==> src/core/msrc_pkg.sv <==
package msrc_pkg;

   // Register offsets (byte registers on the plain port)
   localparam logic [3:0] MSRC_ADR_SOFTRST = 4'h0;
   localparam logic [3:0] MSRC_ADR_MODE    = 4'h8;
   localparam logic [3:0] MSRC_ADR_CFG     = 4'h9;
   localparam logic [3:0] MSRC_ADR_STAT    = 4'ha;

   // Field positions
   localparam int MSRC_SOFTRST_BIT = 3;
   localparam int MSRC_MODE_NT_BIT = 0;
   localparam int MSRC_CFG_FMT_LSB = 0;
   localparam int MSRC_CFG_REFO_BIT = 2;

   // Reset values
   localparam logic [7:0] MSRC_CFG_RST  = 8'h00;
   localparam logic [1:0] MSRC_FMT_RST  = 2'h0;

   // Timing: rates in kHz, counts derived from them
   localparam int MSRC_CLK_KHZ      = 100000;
   localparam int MSRC_XTAL_KHZ     = 20480;
   localparam int MSRC_RST_PERIODS  = 6;
   localparam int MSRC_BITCLK_KHZ   = 2048;
   localparam int MSRC_FRAME_KHZ    = 8;
   // Least time: round up
   localparam int MSRC_SOFTRST_CYC  =
      (MSRC_RST_PERIODS * MSRC_CLK_KHZ + MSRC_XTAL_KHZ - 1) / MSRC_XTAL_KHZ;
   // Half bit clock period: round down
   localparam int MSRC_BITHALF_CYC  = MSRC_CLK_KHZ / (2 * MSRC_BITCLK_KHZ);
   localparam int MSRC_FRAME_BITS   = MSRC_BITCLK_KHZ / MSRC_FRAME_KHZ;

   // Data link formats in host mode
   typedef enum logic [1:0] {
      MSRC_FMT_SHORT = 2'h0,
      MSRC_FMT_LONG  = 2'h1,
      MSRC_FMT_BUSBD = 2'h2,
      MSRC_FMT_TSA   = 2'h3
   } msrc_fmt_t;

   // Effective operating mode
   typedef struct packed {
      logic      networkTermination;
      logic      hostControl;
      logic      parallelPort;
      logic      serialPort;
      logic      serialPinsAlt;
      logic      payloadOnlyTdm;
      msrc_fmt_t linkFormat;
   } msrc_mode_t;

endpackage : msrc_pkg

==> src/core/msrc_top.sv <==
//Contract
// RQ1: Reset input low holds hardware reset; high means normal operation.
// RQ2: Software reset bit 3 gives the same effect as hardware reset.
// RQ3: Outside party holds reset low at least six 20.48 MHz periods.
// RQ4: Reset returns every control register to its default value.
// RQ5: Reset halts master bit clock and receive frame sync outputs.
// RQ6: Reset terminates line driver and blocks wake-up tone detection.
// RQ7: Termination strap 1 selects network side, 0 selects line side.
// RQ8: Software selects termination side via bit 0 of register 8.
// RQ9: Host/bus strap 1 selects host control, 0 selects bus control.
// RQ10: In host mode, width strap 1 parallel port, 0 serial port.
// RQ11: Parallel port uses 8-bit data; serial uses four signals.
// RQ12: Board ties both straps low for full bus-control mode.
// RQ13: Host mode carries payload only on TDM; control via port.
// RQ14: Host mode link supports short, long, bus-style, timeslot formats.
// RQ15: Bus mode carries everything on TDM; serial port pins repurposed.
// RQ16: Line side uses frame reference pin as 8 kHz input.
// RQ17: Network host mode may drive frame reference clock, register enabled; pin toggles only with master strap high, else stays high.
// RQ18: Reset input synchronised and merged with software reset bit.
// RQ19: Termination follows strap after reset until software writes override.
//
// Our own choices: the address map and strobed register access.
`timescale 1ns/10ps
module msrc_top
   import msrc_pkg::*;
(
   input  wire logic       mclk,
   input  wire logic       rst_n,
   input  wire logic [3:0] regAddr,
   input  wire logic [7:0] regWdata,
   input  wire logic       regWr,
   input  wire logic       regRd,
   output logic      [7:0] regRdata,
   input  wire logic       terminationSideSelect,
   input  wire logic       hostVsBusControlSelect,
   input  wire logic       controlPortWidthSelect,
   input  wire logic       masterSelect,
   input  wire logic       frameRefIn,
   output logic            frameRefOut,
   output logic            frameRefOe,
   input  wire logic       wakeToneIn,
   output logic            wakeToneSeen,
   output logic            lineTxTerminate,
   output logic            tdmBitClock,
   output logic            tdmBitClockOe,
   output logic            receiveFrameSync,
   output logic            receiveFrameSyncOe,
   output logic            frameRefTick,
   output logic            inReset,
   output msrc_mode_t      modeOut
);

   localparam int SRW = $clog2(MSRC_SOFTRST_CYC + 1);
   localparam int BHW = $clog2(MSRC_BITHALF_CYC);
   localparam int FBW = $clog2(MSRC_FRAME_BITS);
   localparam logic [SRW-1:0] SOFTRST_LOAD = SRW'(MSRC_SOFTRST_CYC);
   localparam logic [BHW-1:0] BITHALF_LAST = BHW'(MSRC_BITHALF_CYC - 1);
   localparam logic [FBW-1:0] FRAME_LAST   = FBW'(MSRC_FRAME_BITS - 1);

   logic           hwRunSync;
   logic [5:0]     pinSync;
   logic           strapNt;
   logic           strapHost;
   logic           strapPar;
   logic           strapMaster;
   logic           refInSync;
   logic           wakeSync;

   logic [SRW-1:0] softRstCnt_r;
   logic           intRst;
   logic           modeNt_r;
   logic           ntOverride_r;
   logic [7:0]     cfg_r;
   logic           effNt;
   logic           effHost;
   logic           masterTiming;
   logic           refOutEn;
   logic [BHW-1:0] bitDiv_r;
   logic           bitClk_r;
   logic [FBW-1:0] bitCnt_r;
   logic           refPrev_r;
   logic [7:0]     rdMux;

   // Reset input synchronised; release follows two clean edges
   msrc_sync #(.WIDTH(1)) uRstSync (
      .mclk    (mclk),
      .rst_n   (rst_n),
      .asyncIn (1'b1),
      .syncOut (hwRunSync)
   );  // RQ18

   // Straps and other pins cross into the clock domain
   msrc_sync #(.WIDTH(6)) uPinSync (
      .mclk    (mclk),
      .rst_n   (rst_n),
      .asyncIn ({terminationSideSelect, hostVsBusControlSelect,
                 controlPortWidthSelect, masterSelect, frameRefIn,
                 wakeToneIn}),
      .syncOut (pinSync)
   );

   assign strapNt     = pinSync[5];
   assign strapHost   = pinSync[4];
   assign strapPar    = pinSync[3];
   assign strapMaster = pinSync[2];
   assign refInSync   = pinSync[1];
   assign wakeSync    = pinSync[0];

   // Hardware and software reset merged into one internal reset
   assign intRst = !hwRunSync || (softRstCnt_r != '0);  // RQ1 RQ18

   // Software reset: stretched to the least hardware reset length
   always_ff @(posedge mclk or negedge rst_n) begin
      if (!rst_n) begin
         softRstCnt_r <= '0;
      end else if (regWr && regAddr == MSRC_ADR_SOFTRST &&
                   regWdata[MSRC_SOFTRST_BIT]) begin
         softRstCnt_r <= SOFTRST_LOAD;  // RQ2
      end else if (softRstCnt_r != '0) begin
         softRstCnt_r <= softRstCnt_r - SRW'(1);
      end
   end

   // Termination side register and override flag
   always_ff @(posedge mclk or negedge rst_n) begin
      if (!rst_n) begin
         modeNt_r     <= 1'b0;
         ntOverride_r <= 1'b0;
      end else if (intRst) begin
         modeNt_r     <= 1'b0;  // RQ4
         ntOverride_r <= 1'b0;  // RQ19
      end else if (regWr && regAddr == MSRC_ADR_MODE) begin
         modeNt_r     <= regWdata[MSRC_MODE_NT_BIT];  // RQ8
         ntOverride_r <= 1'b1;  // RQ19
      end
   end

   // Configuration register: link format and reference output enable
   always_ff @(posedge mclk or negedge rst_n) begin
      if (!rst_n) begin
         cfg_r <= MSRC_CFG_RST;
      end else if (intRst) begin
         cfg_r <= MSRC_CFG_RST;  // RQ4
      end else if (regWr && regAddr == MSRC_ADR_CFG) begin
         cfg_r <= regWdata & 8'h07;
      end
   end

   // Effective modes
   assign effNt        = ntOverride_r ? modeNt_r : strapNt;  // RQ7 RQ19
   assign effHost      = strapHost;  // RQ9 RQ12
   assign masterTiming = effHost && strapMaster;
   assign refOutEn     = effNt && effHost && cfg_r[MSRC_CFG_REFO_BIT];

   // Mode outputs
   always_ff @(posedge mclk or negedge rst_n) begin
      if (!rst_n) begin
         modeOut <= '0;
      end else begin
         modeOut.networkTermination <= effNt;  // RQ7
         modeOut.hostControl        <= effHost;  // RQ9
         modeOut.parallelPort       <= effHost && strapPar;  // RQ10 RQ11
         modeOut.serialPort         <= effHost && !strapPar;  // RQ10 RQ11
         modeOut.serialPinsAlt      <= !effHost;  // RQ15
         modeOut.payloadOnlyTdm     <= effHost;  // RQ13
         modeOut.linkFormat         <= effHost ?
            msrc_fmt_t'(cfg_r[MSRC_CFG_FMT_LSB +: 2]) :
            msrc_fmt_t'(MSRC_FMT_RST);  // RQ14
      end
   end

   // Bit clock divider, halted while reset lasts
   always_ff @(posedge mclk or negedge rst_n) begin
      if (!rst_n) begin
         bitDiv_r <= '0;
         bitClk_r <= 1'b0;
      end else if (intRst || !masterTiming) begin
         bitDiv_r <= '0;  // RQ5
         bitClk_r <= 1'b0;
      end else if (bitDiv_r == BITHALF_LAST) begin
         bitDiv_r <= '0;
         bitClk_r <= !bitClk_r;
      end else begin
         bitDiv_r <= bitDiv_r + BHW'(1);
      end
   end

   // Frame counter in bit clocks, advanced on each falling half
   always_ff @(posedge mclk or negedge rst_n) begin
      if (!rst_n) begin
         bitCnt_r <= '0;
      end else if (intRst || !masterTiming) begin
         bitCnt_r <= '0;  // RQ5
      end else if (bitDiv_r == BITHALF_LAST && bitClk_r) begin
         bitCnt_r <= (bitCnt_r == FRAME_LAST) ? '0 : bitCnt_r + FBW'(1);
      end
   end

   // Master timing outputs
   always_ff @(posedge mclk or negedge rst_n) begin
      if (!rst_n) begin
         tdmBitClock        <= 1'b0;
         tdmBitClockOe      <= 1'b0;
         receiveFrameSync   <= 1'b0;
         receiveFrameSyncOe <= 1'b0;
      end else begin
         tdmBitClock        <= bitClk_r && !intRst;  // RQ5
         tdmBitClockOe      <= masterTiming;
         receiveFrameSync   <= (bitCnt_r == '0) && masterTiming &&
                               !intRst;  // RQ5
         receiveFrameSyncOe <= masterTiming;
      end
   end

   // Frame reference pin: input on line side, optional output on network
   always_ff @(posedge mclk or negedge rst_n) begin
      if (!rst_n) begin
         frameRefOut  <= 1'b0;
         frameRefOe   <= 1'b0;
         frameRefTick <= 1'b0;
         refPrev_r    <= 1'b0;
      end else begin
         refPrev_r    <= refInSync;
         frameRefOe   <= refOutEn && !intRst;  // RQ16 RQ17
         frameRefOut  <= refOutEn && !intRst &&
                         (bitCnt_r < FBW'(MSRC_FRAME_BITS / 2));  // RQ17
         frameRefTick <= !effNt && !intRst &&
                         refInSync && !refPrev_r;  // RQ16
      end
   end

   // Line interface behaviour during reset
   always_ff @(posedge mclk or negedge rst_n) begin
      if (!rst_n) begin
         lineTxTerminate <= 1'b1;
         wakeToneSeen    <= 1'b0;
         inReset         <= 1'b1;
      end else begin
         lineTxTerminate <= intRst;  // RQ6
         wakeToneSeen    <= wakeSync && !intRst;  // RQ6
         inReset         <= intRst;  // RQ1
      end
   end

   // Read mux
   always_comb begin
      rdMux = 8'h00;
      case (regAddr)
         MSRC_ADR_SOFTRST: rdMux = {4'h0, (softRstCnt_r != '0), 3'h0};
         MSRC_ADR_MODE:    rdMux = {7'h00, effNt};
         MSRC_ADR_CFG:     rdMux = cfg_r;
         MSRC_ADR_STAT:    rdMux = {2'h0, masterTiming, ntOverride_r,
                                    strapMaster, strapPar, effHost, effNt};
         default:          rdMux = 8'h00;
      endcase
   end

   // Read data one cycle after the strobe
   always_ff @(posedge mclk or negedge rst_n) begin
      if (!rst_n) begin
         regRdata <= 8'h00;
      end else if (regRd) begin
         regRdata <= rdMux;
      end else begin
         regRdata <= 8'h00;
      end
   end

endmodule : msrc_top

==> src/core/msrc_sync.sv <==
`timescale 1ns/10ps
module msrc_sync #(
   parameter int WIDTH = 1
) (
   input  wire logic             mclk,
   input  wire logic             rst_n,
   input  wire logic [WIDTH-1:0] asyncIn,
   output logic      [WIDTH-1:0] syncOut
);

   logic [WIDTH-1:0] stage1_r;

   // Two-stage synchroniser; first stage feeds only the second
   always_ff @(posedge mclk or negedge rst_n) begin
      if (!rst_n) begin
         stage1_r <= '0;
         syncOut  <= '0;
      end else begin
         stage1_r <= asyncIn;
         syncOut  <= stage1_r;
      end
   end

endmodule : msrc_sync

==> config.mk <==
export PLATFORM = sky130hd
export DESIGN_NAME = msrc_top
export DESIGN_NICKNAME = d
export VERILOG_FILES = /design/src/core/msrc_pkg.sv /design/src/core/msrc_top.sv /design/src/core/msrc_sync.sv
export SDC_FILE = /design/constraint.sdc
export NUM_CORES = 1
export LEC_CHECK = 0
export BUFFER_PORTS_ARGS = -buffer_cell sky130_fd_sc_hd__buf_2
export CAP_MARGIN = 10
export CORE_UTILIZATION = 45
export CTS_BUF_LIST = sky130_fd_sc_hd__clkbuf_8
export DETAILED_ROUTE_END_ITERATION = 10
export PLACE_DENSITY_LB_ADDON = 0.12
export SLEW_MARGIN = 20
export SYNTH_ARGS = -nofsm -noshare
export SYNTH_HDL_FRONTEND = slang
export SYNTH_SLANG_ARGS = --single-unit
export TNS_END_PERCENT = 5
==> constraint.sdc <==
create_clock -name mclk -period 2.7 [get_ports mclk]
set_clock_uncertainty 0.2 [all_clocks]
set_input_delay 0.27 -clock mclk [delete_from_list [all_inputs] [get_ports mclk]]
set_output_delay 0.27 -clock mclk [all_outputs]
set_load 0.03 [all_outputs]
* Word level (Yosys, flattened, before mapping)
Index checks and enable logic that the tools add are counted.
W data, S select, Z words.
** Cells by class
- $add $sub $neg :: 3
- $lt $le $gt $ge :: 1
- Equality and inequality tests :: 5
- Multiplexer cells :: 19
- Reductions and logical operators :: 37
** Operators with widths (number)
- $mux W8 :: 6
- $pmux W8 S4 :: 1
- $mux W5 :: 4
- $logic_and A1 B1 Y1 :: 19
- $eq A4 B4 Y1 const B :: 3
- $reduce_bool A2 Y1 :: 5
- $add A8 B1 Y8 const B :: 1
- $eq A8 B8 Y1 const B :: 1
- $logic_not A1 Y1 :: 8
- $logic_not A8 Y1 :: 1
- $lt A8 B8 Y1 const B :: 1
- $mux W1 :: 7
- $add A5 B1 Y5 const B :: 1
- $eq A5 B5 Y1 const B :: 1
- $reduce_bool A5 Y1 :: 1
- $sub A5 B1 Y5 const B :: 1
- $logic_not A4 Y1 :: 1
- $logic_or A1 B1 Y1 :: 2
- $mux W2 :: 1
** Word-level totals
- Bits in registers :: 67
- Output and inout port bits :: 26

* Logic depth before layout (Yosys ltp)
Gate-level depths: netlist (run 1).
- Depth after elaboration :: 6
- Gate-level depth with buffers :: 8
- Depth with buffers taken out :: 7

* Hierarchy
Synthesis (run 1) repeated with hierarchy kept, for this count alone.
** Unflattened totals
- Cells, all modules :: 200
- Area total of the unflattened synthesis :: 2379.8 um^2
** Modules (own cells, without submodules)
- msrc_top :: instances 1, cells an instance 186, area each 2029.4 um^2, sequential area each 1152.4 um^2
- msrc_sync (uPinSync) :: instances 1, cells an instance 12, area each 300.3 um^2, sequential area each 300.3 um^2
- msrc_sync (uRstSync) :: instances 1, cells an instance 2, area each 50.0 um^2, sequential area each 50.0 um^2

* Least setup slack after synthesis (run 1)
Ideal clock, no wire load.
- Path type :: flip-flop to flip-flop
- Start point :: register softRstCnt_r[0]
- End point :: register bitDiv_r[4]
- Library setup time :: 77 ps
- Arrival time :: 1721 ps
- Data required time :: 2423 ps
- Setup slack :: 702 ps
- Cell stages (with the launch flop) :: 8
- Path through :: dfrtp_1 inv_1 ha_1 or3b_2 nor2_4 nand3_1 buf_2 a21oi_1
** Between the ends
- Word-level cells in the longest chain between the ends :: 4
** RTL lines
- start: declaration :: line msrc_top.sv:69 : logic [SRW-1:0] softRstCnt_r;
- start signal: assignment :: line msrc_top.sv:120 : softRstCnt_r <= softRstCnt_r - SRW'(1);
- $reduce_bool A5 Y1 :: line msrc_top.sv:110 : assign intRst = !hwRunSync || (softRstCnt_r != '0);
- $logic_or A1 B1 Y1 :: line msrc_top.sv:110
- $logic_or A1 B1 Y1 :: line msrc_top.sv:177 : end else if (intRst || !masterTiming) begin
- $mux W5 :: line msrc_top.sv:177
- end signal: assignment :: line msrc_top.sv:184 : bitDiv_r <= bitDiv_r + BHW'(1);
- end: declaration :: line msrc_top.sv:78 : logic [BHW-1:0] bitDiv_r;
No other way between the ends.
A chain may end at the register's enable or synchronous reset.

* Final worst setup path (run 1)
- Start point :: register softRstCnt_r[0]
- End point :: register regRdata[3]
** Between the ends
- Word-level cells in the longest chain between the ends :: 3
** RTL lines
- $reduce_bool A5 Y1 :: line msrc_top.sv:249 : MSRC_ADR_SOFTRST: rdMux = {4'h0, (softRstCnt_r != '0), 3'h0};
- $pmux W8 S4 :: line msrc_top.sv:248 : case (regAddr)
- $mux W8 :: line msrc_top.sv:262 : end else if (regRd) begin
- end signal: assignment :: line msrc_top.sv:263 : regRdata <= rdMux;
- end: declaration :: line msrc_top.sv:33 : output logic [7:0] regRdata,
No other way between the ends.

==> impl_metrics.yaml, run 1 <==
grt:
  overall_routing_resource_usage_pct: 17.9
  grt_start_max_net_pins: 61
  grt_pass1_vias: 1561
  overflow: 0
  grt_pass1_wl_mm: 7.01
  antenna_found_initial: 0
cts:
  cts_setup_buffers: 0
  clk_root_buffer_cell: "sky130_fd_sc_hd__clkbuf_8"
  clock_tree.buffer_depth: 2
  clock_transition_at_the_registers_of_the_reported_paths_ps: 60
  cts_sinks: 60
  cts_tree: "built"
  cts_inserted_buffers: 9
  worst_skew_pair.late_latency_ps: 330
  ctsHtreeMaxLevel: 3
route:
  drcViolationCount: 0
  first_pass_iters: 4
  route.vias.total: 1585
  avgRoutedWirePerCell_um: 12.2
  route.antenna.remaining_nets: 0
  initialDrtViolationCount: 66
  detail_route.wirelength_mm: 3.99
  post_drt_via_cell_ratio: 4.85
cells_and_area:
  most_frequent_standard_cell_in_the_layout_excluding_fill_and_tap_cells: "sky130_fd_sc_hd__dfrtp_1"
  layout.cells.most_common_list: "sky130_fd_sc_hd__dfrtp_1 (59), sky130_fd_sc_hd__buf_2 (41), sky130_fd_sc_hd__nor2_1 (21)"
  fillCellCount: 422
  multiInputGateArea_um2: 721
  final_layout_size_suffix_gt1_share_pct: 24.6
  fin_nets: 281
  area_growth_pct: 22.9
  antenna_cells_inserted: 0
  seqCellArea_um2: 1500
synth:
  synth_top_cell_area_share_pct: 63.7
  synth_area_per_cell_um2: 11.8
  yosysSeqAreaShare_pct: 64.8
  yosysTopAreaCell: "sky130_fd_sc_hd__dfrtp_1"
  synth_area_um2: 2320
  ys_ff_latch: 60
  synth-warning-count: 0
  yosysUniqueCellTypes: 39
  synthFlopType: "sky130_fd_sc_hd__dfrtp_1"
  count_of_flip_flops_with_a_built_in_enable_after_synthesis: 0
  netlist_top_cells_area: "sky130_fd_sc_hd__dfrtp_1 (64%), sky130_fd_sc_hd__nor2_1 (3.4%), sky130_fd_sc_hd__nand2_1 (2.8%), sky130_fd_sc_hd__a21oi_1 (2.2%), sky130_fd_sc_hd__ha_1 (2.2%)"
  netlist_instances: 196
  async_set_or_reset_flop_fraction_in_the_synthesized_netlist_pct: 100
power:
  power.static_leakage_nw: 1.40
  ir_worst_vdd_mv: 0.474
  overall_power_mw: 1.91
  cellPowerDensity_nw_per_um2: 670
floorplanning:
  floorplan.die.height_um: 73.8
  ioPinCount: 48
  std_cell_rows: 25
  chipWidth_um: 73.8
  floorplan.initialDensity_pct: 47.8
  design.core.area_um2: 4850
  design.die.area_um2: 5440
sta:
  fin_setup_tns_ps: 0
  finalHoldViolCount: 0
  setup_repair_after_global_routing_missed_its_margin: "no"
  report.final.slew_viol_count: 0
  maxClockFrequency_ghz: 0.402
  tightestPinTransition_ps: 714
  period_needed_ps: 2490
  timing.max_slew.rel_slack_pct: 52.4
  final.period_utilization_pct: 92.2
  setup_viol: 0
worst_setup_path:
  cp_data_arrival_time_ps: 2500
  worstRegToRegCells: 8
  timing_worst_setup_path_type: "reg2reg"
  timing.critical_path.fanout_max: 9
  endpoint_kind: "register"
  worstPathRequired_ps: 2710
  r2r-end: "regRdata[3]$_DFF_PN0_"
  worstReg2RegStart: "softRstCnt_r[0]$_DFFE_PN0P_"
  timing.reg2reg.setup_slack_ps: 210
  startpoint_type_of_the_worst_setup_path: "register"
placed_design:
  portBuffers: 41
  gp_routability_congestion: 0.789
  hpwlAfterDp_mm: 2.57
worst_hold_path:
  worst_hold_path_type: "in2reg"
  holdCritStartpoint: "regWdata[0]"
  hold_crit_depth: 3
  hold_path_end: "cfg_r[0]$_DFFE_PN0P_"
run_status:
  status: "complete, no violations"
job:
  max_capacitance_violation_total: 0
## where the power goes
part           internal [mW]  total [mW]  switching (mW)
sequential             0.961       0.997          0.0360
combinational          0.106       0.248           0.143
clock                  0.343       0.664           0.321
total                   1.41        1.91           0.500
## synth_stat cells (3+ instances only)
library cell              count
sky130_fd_sc_hd__a21oi_1     10
sky130_fd_sc_hd__a22oi_1      3
sky130_fd_sc_hd__and2_1       4
sky130_fd_sc_hd__and3_1       3
sky130_fd_sc_hd__and4_1       3
sky130_fd_sc_hd__buf_4        6
sky130_fd_sc_hd__dfrtp_1     59
sky130_fd_sc_hd__ha_1         4
sky130_fd_sc_hd__inv_1       10
sky130_fd_sc_hd__mux2i_1      3
sky130_fd_sc_hd__nand2_1     17
sky130_fd_sc_hd__nand3_1      6
sky130_fd_sc_hd__nor2_1      21
sky130_fd_sc_hd__nor3_1       7
sky130_fd_sc_hd__nor4b_1      4
sky130_fd_sc_hd__o21ai_0      3
sky130_fd_sc_hd__xnor2_1      3
sky130_fd_sc_hd__xor2_1       4
## routing by layer
layer / wire length [um] / track usage [%] / part of all wire, %
met4: 55 / 8.33 / 1.4
met1: 1820 / 21.0 / 46
met2: 1930 / 27.8 / 48
met5: 0 / 0 / 0
met3: 179 / 8.50 / 4.5
## critical path: stages, from the launching register on
cell                            delay (ps)
sky130_fd_sc_hd__dfrtp_1               400
sky130_fd_sc_hd__inv_1                  60
sky130_fd_sc_hd__ha_1                  150
sky130_fd_sc_hd__or3b_2                490
sky130_fd_sc_hd__nor2_4                240
sky130_fd_sc_hd__nor3_1                 80
sky130_fd_sc_hd__a31oi_1               140
sky130_fd_sc_hd__nor4b_1                60
sky130_fd_sc_hd__dlygate4sd3_1         550
## metrics by stage
stage	setup WS (ps)	cells	hold WS, ps	utilization [%]	cell area, um^2
2_1_floorplan	702	197	-226	-	2320
3_3_place_gp	591	299	133	52.9	2560
3_5_place_dp	565	299	135	52.9	2560
4_1_cts	198	327	2.30	58.8	2850
5_1_grt	109	327	28.6	58.8	2850
6_report	210	327	16.3	58.8	2850
## area by class of cell
cell class / instances / share of cell area, %
inverter: 10 / 1.32
clock buffer: 10 / 4.83
multi-input combinational: 119 / 25.3
timing repair buffer: 55 / 11.9
tap: 67 / 2.94
clock inverter: 6 / 0.922
sequential: 60 / 52.7
## timing repair
action | 4_1_cts | 5_1_grt
resized for setup | 0 | 0
hold buffers | 12 | 0
hold endpoints to repair | 69 | 0
setup endpoints to repair | 0 | 0
## worst max-delay path by stage
stage / endpoint / cells past startpoint / slack, ps / from
floorplan: bitDiv_r[4]$_DFF_PN0_ / 7 / 700 / softRstCnt_r[0]$_DFFE_PN0P_
global placement: frameRefTick$_DFF_PN0_ / 6 / 590 / softRstCnt_r[0]$_DFFE_PN0P_
detailed placement: frameRefTick$_DFF_PN0_ / 6 / 570 / softRstCnt_r[0]$_DFFE_PN0P_
CTS: regRdata[3]$_DFF_PN0_ / 8 / 200 / softRstCnt_r[0]$_DFFE_PN0P_
global route: regRdata[3]$_DFF_PN0_ / 8 / 110 / softRstCnt_r[0]$_DFFE_PN0P_
finish: regRdata[3]$_DFF_PN0_ / 8 / 210 / softRstCnt_r[0]$_DFFE_PN0P_
## flip-flops by register name, indices dropped and copies added, names as in the netlist
register and count:
frameRefOe 1, frameRefOut 1, wakeToneSeen 1, bitCnt_r 8
bitClk_r 1, uRstSync.stage1_r 1, tdmBitClock 1, inReset 1
receiveFrameSyncOe 1, uPinSync.stage1_r 6, regRdata 6, softRstCnt_r 5
refPrev_r 1, cfg_r 3, modeOut 7, bitDiv_r 5
uRstSync.syncOut 1, ntOverride_r 1, frameRefTick 1, modeNt_r 1
uPinSync.syncOut 6, receiveFrameSync 1
## cell families (layout without fill, tap and decap cells)
| family | Yosys count | after routing | synth area share [%] |
|---|---|---|---|
| flip-flops | 60 | 60 | 64.8 |
| other | 2 | 3 | 0.324 |
| AND/OR/NAND/NOR | 81 | 81 | 18.8 |
| adder cells (fa/ha/maj) | 4 | 4 | 2.16 |
| AO/OA/AOI/OAI | 19 | 19 | 4.70 |
| XOR/XNOR | 7 | 7 | 2.64 |
| buffers and inverters | 18 | 81 | 4.26 |
| multiplexers | 5 | 5 | 2.27 |
Power figures use the tool's default switching activity.
==> run 2: changes to the inputs <==
--- a/config.mk
+++ b/config.mk
@@ -11,6 +11,7 @@
 export CTS_BUF_LIST = sky130_fd_sc_hd__clkbuf_8
 export DETAILED_ROUTE_END_ITERATION = 10
 export PLACE_DENSITY_LB_ADDON = 0.12
+export RECOVER_POWER = 25
 export SLEW_MARGIN = 20
 export SYNTH_ARGS = -nofsm -noshare
 export SYNTH_HDL_FRONTEND = slang
==> run 2 against run 1 <==
Against the previous run:
- routed wire length increased by 0.23%
- worst setup slack got worse by 7.8 ps
- critical path depth did not move
- hold slack barely moved
- non-clock buffer count did not move
- first-iteration DRC count is 11% higher
- largest power group unchanged
==> impl_metrics.yaml, run 2 (synthesis gave the netlist of run 1 again) <==
run_status:
  status: "complete, no violations"
grt:
  overall_routing_resource_usage_pct: 17.9
  grt_pass1_vias: 1561
  grt_start_max_net_pins: 61
  antenna_found_initial: 0
  grt_pass1_wl_mm: 7.01
  overflow: 0
route:
  drcViolationCount: 0
  met2_length_mm: 1.93
  initialDrtViolationCount: 73
  first_pass_iters: 4
  post_drt_via_cell_ratio: 4.83
  route.antenna.remaining_nets: 0
  routedLengthMet1_mm: 1.83
  wl_met3_um: 180
  detail_route.wirelength_mm: 4.00
  maxUsedRoutingLayer: "met4"
  route.vias.total: 1581
  avgRoutedWirePerCell_um: 12.2
worst_setup_path:
  timing.reg2reg.setup_slack_ps: 200
  worstRegToRegCells: 8
  worstReg2RegStart: "softRstCnt_r[0]$_DFFE_PN0P_"
  r2r-end: "regRdata[3]$_DFF_PN0_"
  cp_num_buf_inv: 2
  cp_data_arrival_time_ps: 2510
  critPathMaxStageDelay_ps: 560
  timing.critical_path.fanout_max: 9
  cp_cell_sequence: "inv_1 > ha_1 > or3b_2 > nor2_4 > nor3_1 > a31oi_1 > nor4b_1 > dlygate4sd3_1"
  startpoint_type_of_the_worst_setup_path: "register"
  endpoint_kind: "register"
  crit_path_top_delay_cell: "sky130_fd_sc_hd__dlygate4sd3_1"
  critPathTopFamily: "simple AND/OR/NAND/NOR gates"
  timing_worst_setup_path_type: "reg2reg"
  worstPathRequired_ps: 2710
power:
  overall_power_mw: 1.91
  sequential_fraction_of_design_power_pct: 52.3
  cellPowerDensity_nw_per_um2: 673
  power.static_leakage_nw: 1.35
  switch_pwr_mw: 0.499
  power_frac_clock_pct: 34.8
  sw_ratio_pct: 26.2
  logic_gate_share_of_total_power_pct: 12.9
  internal_power_mw: 1.41
  ir_worst_vdd_mv: 0.474
cts:
  cts_inserted_buffers: 9
  cts.repair.resized: 0
  cts_tree: "built"
  clock_tree.buffer_depth: 2
  cts_sinks: 60
  clk_root_buffer_cell: "sky130_fd_sc_hd__clkbuf_8"
  ctsHtreeMaxLevel: 3
  clock_transition_at_the_registers_of_the_reported_paths_ps: 60
  cts_setup_buffers: 0
  worst_skew_pair.late_latency_ps: 330
floorplanning:
  design.die.area_um2: 5440
  floorplan.die.height_um: 73.8
  std_cell_rows: 25
  floorplan.initialDensity_pct: 47.8
  ioPinCount: 48
  design.core.area_um2: 4850
  chipWidth_um: 73.8
sta:
  setup_repair_after_global_routing_missed_its_margin: "no"
  worst_hold_slack_ps: 16.4
  setup_viol: 0
  maxClockFrequency_ghz: 0.400
  report.final.slew_viol_count: 0
  final.period_utilization_pct: 92.5
  fin_setup_tns_ps: 0
  timing.max_slew.rel_slack_pct: 6.66
  period_needed_ps: 2500
  finalHoldViolCount: 0
  finalWorstSetupSlack_ps: 202
  tightestPinTransition_ps: 1400
cells_and_area:
  most_frequent_standard_cell_in_the_layout_excluding_fill_and_tap_cells: "sky130_fd_sc_hd__dfrtp_1"
  fillCellCount: 427
  final_layout_size_suffix_gt1_share_pct: 19.6
  biggestRegsByFlops: "bitCnt_r: 8 flops, modeOut: 7 flops"
  finish.cell_count_without_fillers: 327
  antenna_cells_inserted: 0
  final_cell_area_um2: 2830
  fin_util_pct: 58.4
  layout.cells.most_common_list: "sky130_fd_sc_hd__dfrtp_1 (59), sky130_fd_sc_hd__buf_2 (29), sky130_fd_sc_hd__nor2_1 (21)"
  largest_register_ffs: 8
  regMostFlops: "bitCnt_r"
  area_growth_pct: 22.1
  fin_nets: 281
worst_hold_path:
  holdCritStartpoint: "regWdata[0]"
  hold_crit_depth: 3
  hold_path_end: "cfg_r[0]$_DFFE_PN0P_"
  worst_hold_path_type: "in2reg"
placed_design:
  placement.cell_area_um2: 2560
  dpl_worst_slack_ps: 565
  portBuffers: 41
  numPlacedInstances: 299
  hpwlAfterDp_mm: 2.57
  gp_routability_congestion: 0.789
job:
  max_capacitance_violation_total: 0
run 2: area by class of cell:
| class | instances | area [um^2] | share of cell area (%) |
|---|---|---|---|
| clock inverter | 6 | 26.3 | 0.928 |
| clock buffer | 10 | 138 | 4.86 |
| timing repair buffer | 55 | 323 | 11.4 |
| sequential | 60 | 1500 | 53.1 |
| tap | 67 | 83.8 | 2.96 |
| multi-input combinational | 119 | 721 | 25.5 |
| inverter | 10 | 37.5 | 1.33 |
run 2: metal layers:
layer	GRT usage, %	up-vias
met1	21.0	763
met5	0	-
met4	8.33	0
li1	-	771
met2	27.8	41
met3	8.50	6
run 2: power groups by stage:
stage	Sequential [mW]	Combinational, mW	Clock [mW]
2_1_floorplan	1.03	0.154	0
3_3_place_gp	1.01	0.234	0
3_5_place_dp	1.01	0.239	0
4_1_cts	0.996	0.254	0.693
5_1_grt	1.00	0.281	0.729
6_report	0.997	0.246	0.663
run 2: how the worst max path moves through the flow:
stage / cells after the start / slack, ps / from / to
global route: 8 / 100 / softRstCnt_r[0]$_DFFE_PN0P_ / regRdata[3]$_DFF_PN0_
CTS: 8 / 200 / softRstCnt_r[0]$_DFFE_PN0P_ / regRdata[3]$_DFF_PN0_
detailed placement: 6 / 570 / softRstCnt_r[0]$_DFFE_PN0P_ / frameRefTick$_DFF_PN0_
floorplan: 7 / 700 / softRstCnt_r[0]$_DFFE_PN0P_ / bitDiv_r[4]$_DFF_PN0_
global placement: 6 / 590 / softRstCnt_r[0]$_DFFE_PN0P_ / frameRefTick$_DFF_PN0_
finish: 8 / 200 / softRstCnt_r[0]$_DFFE_PN0P_ / regRdata[3]$_DFF_PN0_
run 2: repair_timing:
| item | CTS | global route |
|---|---|---|
| endpoints found under the hold margin | 69 | 0 |
| hold buffers | 12 | 0 |
| setup endpoints to repair | 0 | 0 |
run 2: tightest hold or removal path, stage by stage:
cell	delay, ps
sky130_fd_sc_hd__buf_2	100
sky130_fd_sc_hd__mux2i_1	60
sky130_fd_sc_hd__nor2_1	70
==> run 3: changes to the inputs <==
--- a/config.mk
+++ b/config.mk
@@ -7,7 +7,7 @@
 export LEC_CHECK = 0
 export BUFFER_PORTS_ARGS = -buffer_cell sky130_fd_sc_hd__buf_2
 export CAP_MARGIN = 10
-export CORE_UTILIZATION = 45
+export CORE_UTILIZATION = 56
 export CTS_BUF_LIST = sky130_fd_sc_hd__clkbuf_8
 export DETAILED_ROUTE_END_ITERATION = 10
 export PLACE_DENSITY_LB_ADDON = 0.12
==> run 3 against run 2 <==
Against the previous run:
- hold slack improved by 3.9 ps
- global-route usage rose by 6.2 points
- worst setup slack got worse by 76 ps
- register-to-register slack got worse by 80 ps
- count of clock-buffer cells in the layout rose by 1
- sequential share of layout area fell by 0.070 points
- clock power rose by 3%
- fmax fell by 3.0%
- final cell count fell by 4.6%
- routed wire length rose by 8.1%
- total power rose by 2.1%
- critical path depth rose by 1
- critical endpoint unchanged
- highest routed layer unchanged
==> impl_metrics.yaml, run 3 (synthesis gave the netlist of run 1 again) <==
run_status:
  status: "complete, no violations"
cts:
  clock_tree.buffer_depth: 2
  cts_setup_buffers: 0
  cts_inserted_buffers: 9
  clock_transition_at_the_registers_of_the_reported_paths_ps: 70
  ctsHtreeMaxLevel: 3
  cts_sinks: 60
  cts_tree: "built"
  clk_root_buffer_cell: "sky130_fd_sc_hd__clkbuf_8"
  worst_skew_pair.late_latency_ps: 320
cells_and_area:
  biggestRegsByFlops: "bitCnt_r: 8 flops, modeOut: 7 flops"
  finish.cell_count_without_fillers: 312
  layout.cells.most_common_list: "sky130_fd_sc_hd__dfrtp_1 (59), sky130_fd_sc_hd__buf_2 (28), sky130_fd_sc_hd__nor2_1 (21)"
  final_cell_area_um2: 2840
  final_layout_size_suffix_gt1_share_pct: 19.8
  fin_nets: 283
  antenna_cells_inserted: 0
  area_growth_pct: 22.3
  most_frequent_standard_cell_in_the_layout_excluding_fill_and_tap_cells: "sky130_fd_sc_hd__dfrtp_1"
  regMostFlops: "bitCnt_r"
  largest_register_ffs: 8
floorplanning:
  design.die.area_um2: 4400
  std_cell_rows: 23
  ioPinCount: 48
  design.core.area_um2: 4000
  floorplan.initialDensity_pct: 58.0
  floorplan.die.height_um: 66.3
  chipWidth_um: 66.3
route:
  post_drt_via_cell_ratio: 5.16
  avgRoutedWirePerCell_um: 13.8
  detail_route.wirelength_mm: 4.32
  route.antenna.remaining_nets: 0
  initialDrtViolationCount: 81
  drcViolationCount: 0
  route.vias.total: 1611
  first_pass_iters: 4
worst_setup_path:
  endpoint_kind: "register"
  cp_cell_sequence: "inv_1 > ha_1 > or3b_2 > nor2_4 > buf_4 > nor3_1 > a31oi_1 > nor4b_1 > dlygate4sd3_1"
  startpoint_type_of_the_worst_setup_path: "register"
  timing_worst_setup_path_type: "reg2reg"
  timing.critical_path.fanout_max: 8
  critPathMaxStageDelay_ps: 580
  worstRegToRegCells: 9
  cp_data_arrival_time_ps: 2580
  crit_path_top_delay_cell: "sky130_fd_sc_hd__dlygate4sd3_1"
  worstPathRequired_ps: 2700
sta:
  final.period_utilization_pct: 95.3
  worst_hold_slack_ps: 20.3
  finalHoldViolCount: 0
  setup_viol: 0
  maxClockFrequency_ghz: 0.389
  setup_repair_after_global_routing_missed_its_margin: "no"
  timing.max_slew.rel_slack_pct: 44.7
  period_needed_ps: 2570
  report.final.slew_viol_count: 0
  tightestPinTransition_ps: 829
  fin_setup_tns_ps: 0
worst_hold_path:
  hold_crit_depth: 3
  worst_hold_path_type: "in2reg"
power:
  cellPowerDensity_nw_per_um2: 686
  ir_worst_vdd_mv: 0.559
  power.static_leakage_nw: 1.36
  overall_power_mw: 1.95
placed_design:
  numPlacedInstances: 284
  gp_routability_congestion: 0.877
  portBuffers: 41
  hpwlAfterDp_mm: 3.05
  placement.cell_area_um2: 2560
grt:
  overall_routing_resource_usage_pct: 24.1
  grt_start_max_net_pins: 40
  antenna_found_initial: 0
  grt_pass1_wl_mm: 7.49
  overflow: 0
  grt_pass1_vias: 1674
job:
  max_capacitance_violation_total: 0
run 3: final cells by class:
type / instances / area (um^2)
multi-input combinational: 119 / 721
sequential: 60 / 1500
clock buffer: 11 / 151
tap: 50 / 62.6
clock inverter: 5 / 21.3
inverter: 10 / 37.5
timing repair buffer: 57 / 339
fill: 306 / 1160
run 3: path summary, 6_finish.rpt:
path	start	to	slack (ps)
max in group asynchronous	rst_n	uPinSync.syncOut[2]$_DFF_PN0_	1230
min reg2reg	uPinSync.stage1_r[3]$_DFF_PN0_	uPinSync.syncOut[3]$_DFF_PN0_	150
min in group asynchronous	rst_n	regRdata[1]$_DFF_PN0_	380
max reg2reg	softRstCnt_r[0]$_DFFE_PN0P_	regRdata[3]$_DFF_PN0_	130
max	softRstCnt_r[0]$_DFFE_PN0P_	regRdata[3]$_DFF_PN0_	130
min	regWdata[0]	cfg_r[0]$_DFFE_PN0P_	20
run 3: power by group:
group | total (mW) | switching, mW | internal (mW)
registers | 0.998 | 0.0375 | 0.961
logic | 0.267 | 0.154 | 0.113
clock network | 0.680 | 0.311 | 0.370
total | 1.95 | 0.502 | 1.44
run 3: repair_timing:
item                                   CTS  global route
gates resized for setup                  0             0
hold buffers                            12             0
endpoints found under the hold margin   46             0
setup endpoints to repair                0             0
run 3: worst max-delay path: cells and delay by family, from the launching register on:
kind,cells,cell delay (ps)
AO/OA/AOI/OAI,1,130
adder cells (fa/ha/maj),1,170
buffers and inverters,3,830
flip-flops,1,400
AND/OR/NAND/NOR,4,730
run 3: metal layers:
metal	GRT usage, %	part of all wire (%)
met1	28.1	43
met3	6.38	3.6
met2	38.8	50
met5	0	0
met4	16.0	3.0
run 3: through the flow:
stage / worst slack, ps / utilization (%)
3_5_place_dp: 562 / 64.0
6_report: 126 / 70.9
4_1_cts: 148 / 71.3
3_3_place_gp: 630 / 64.0
2_1_floorplan: 702 / -
5_1_grt: 28.2 / 70.9
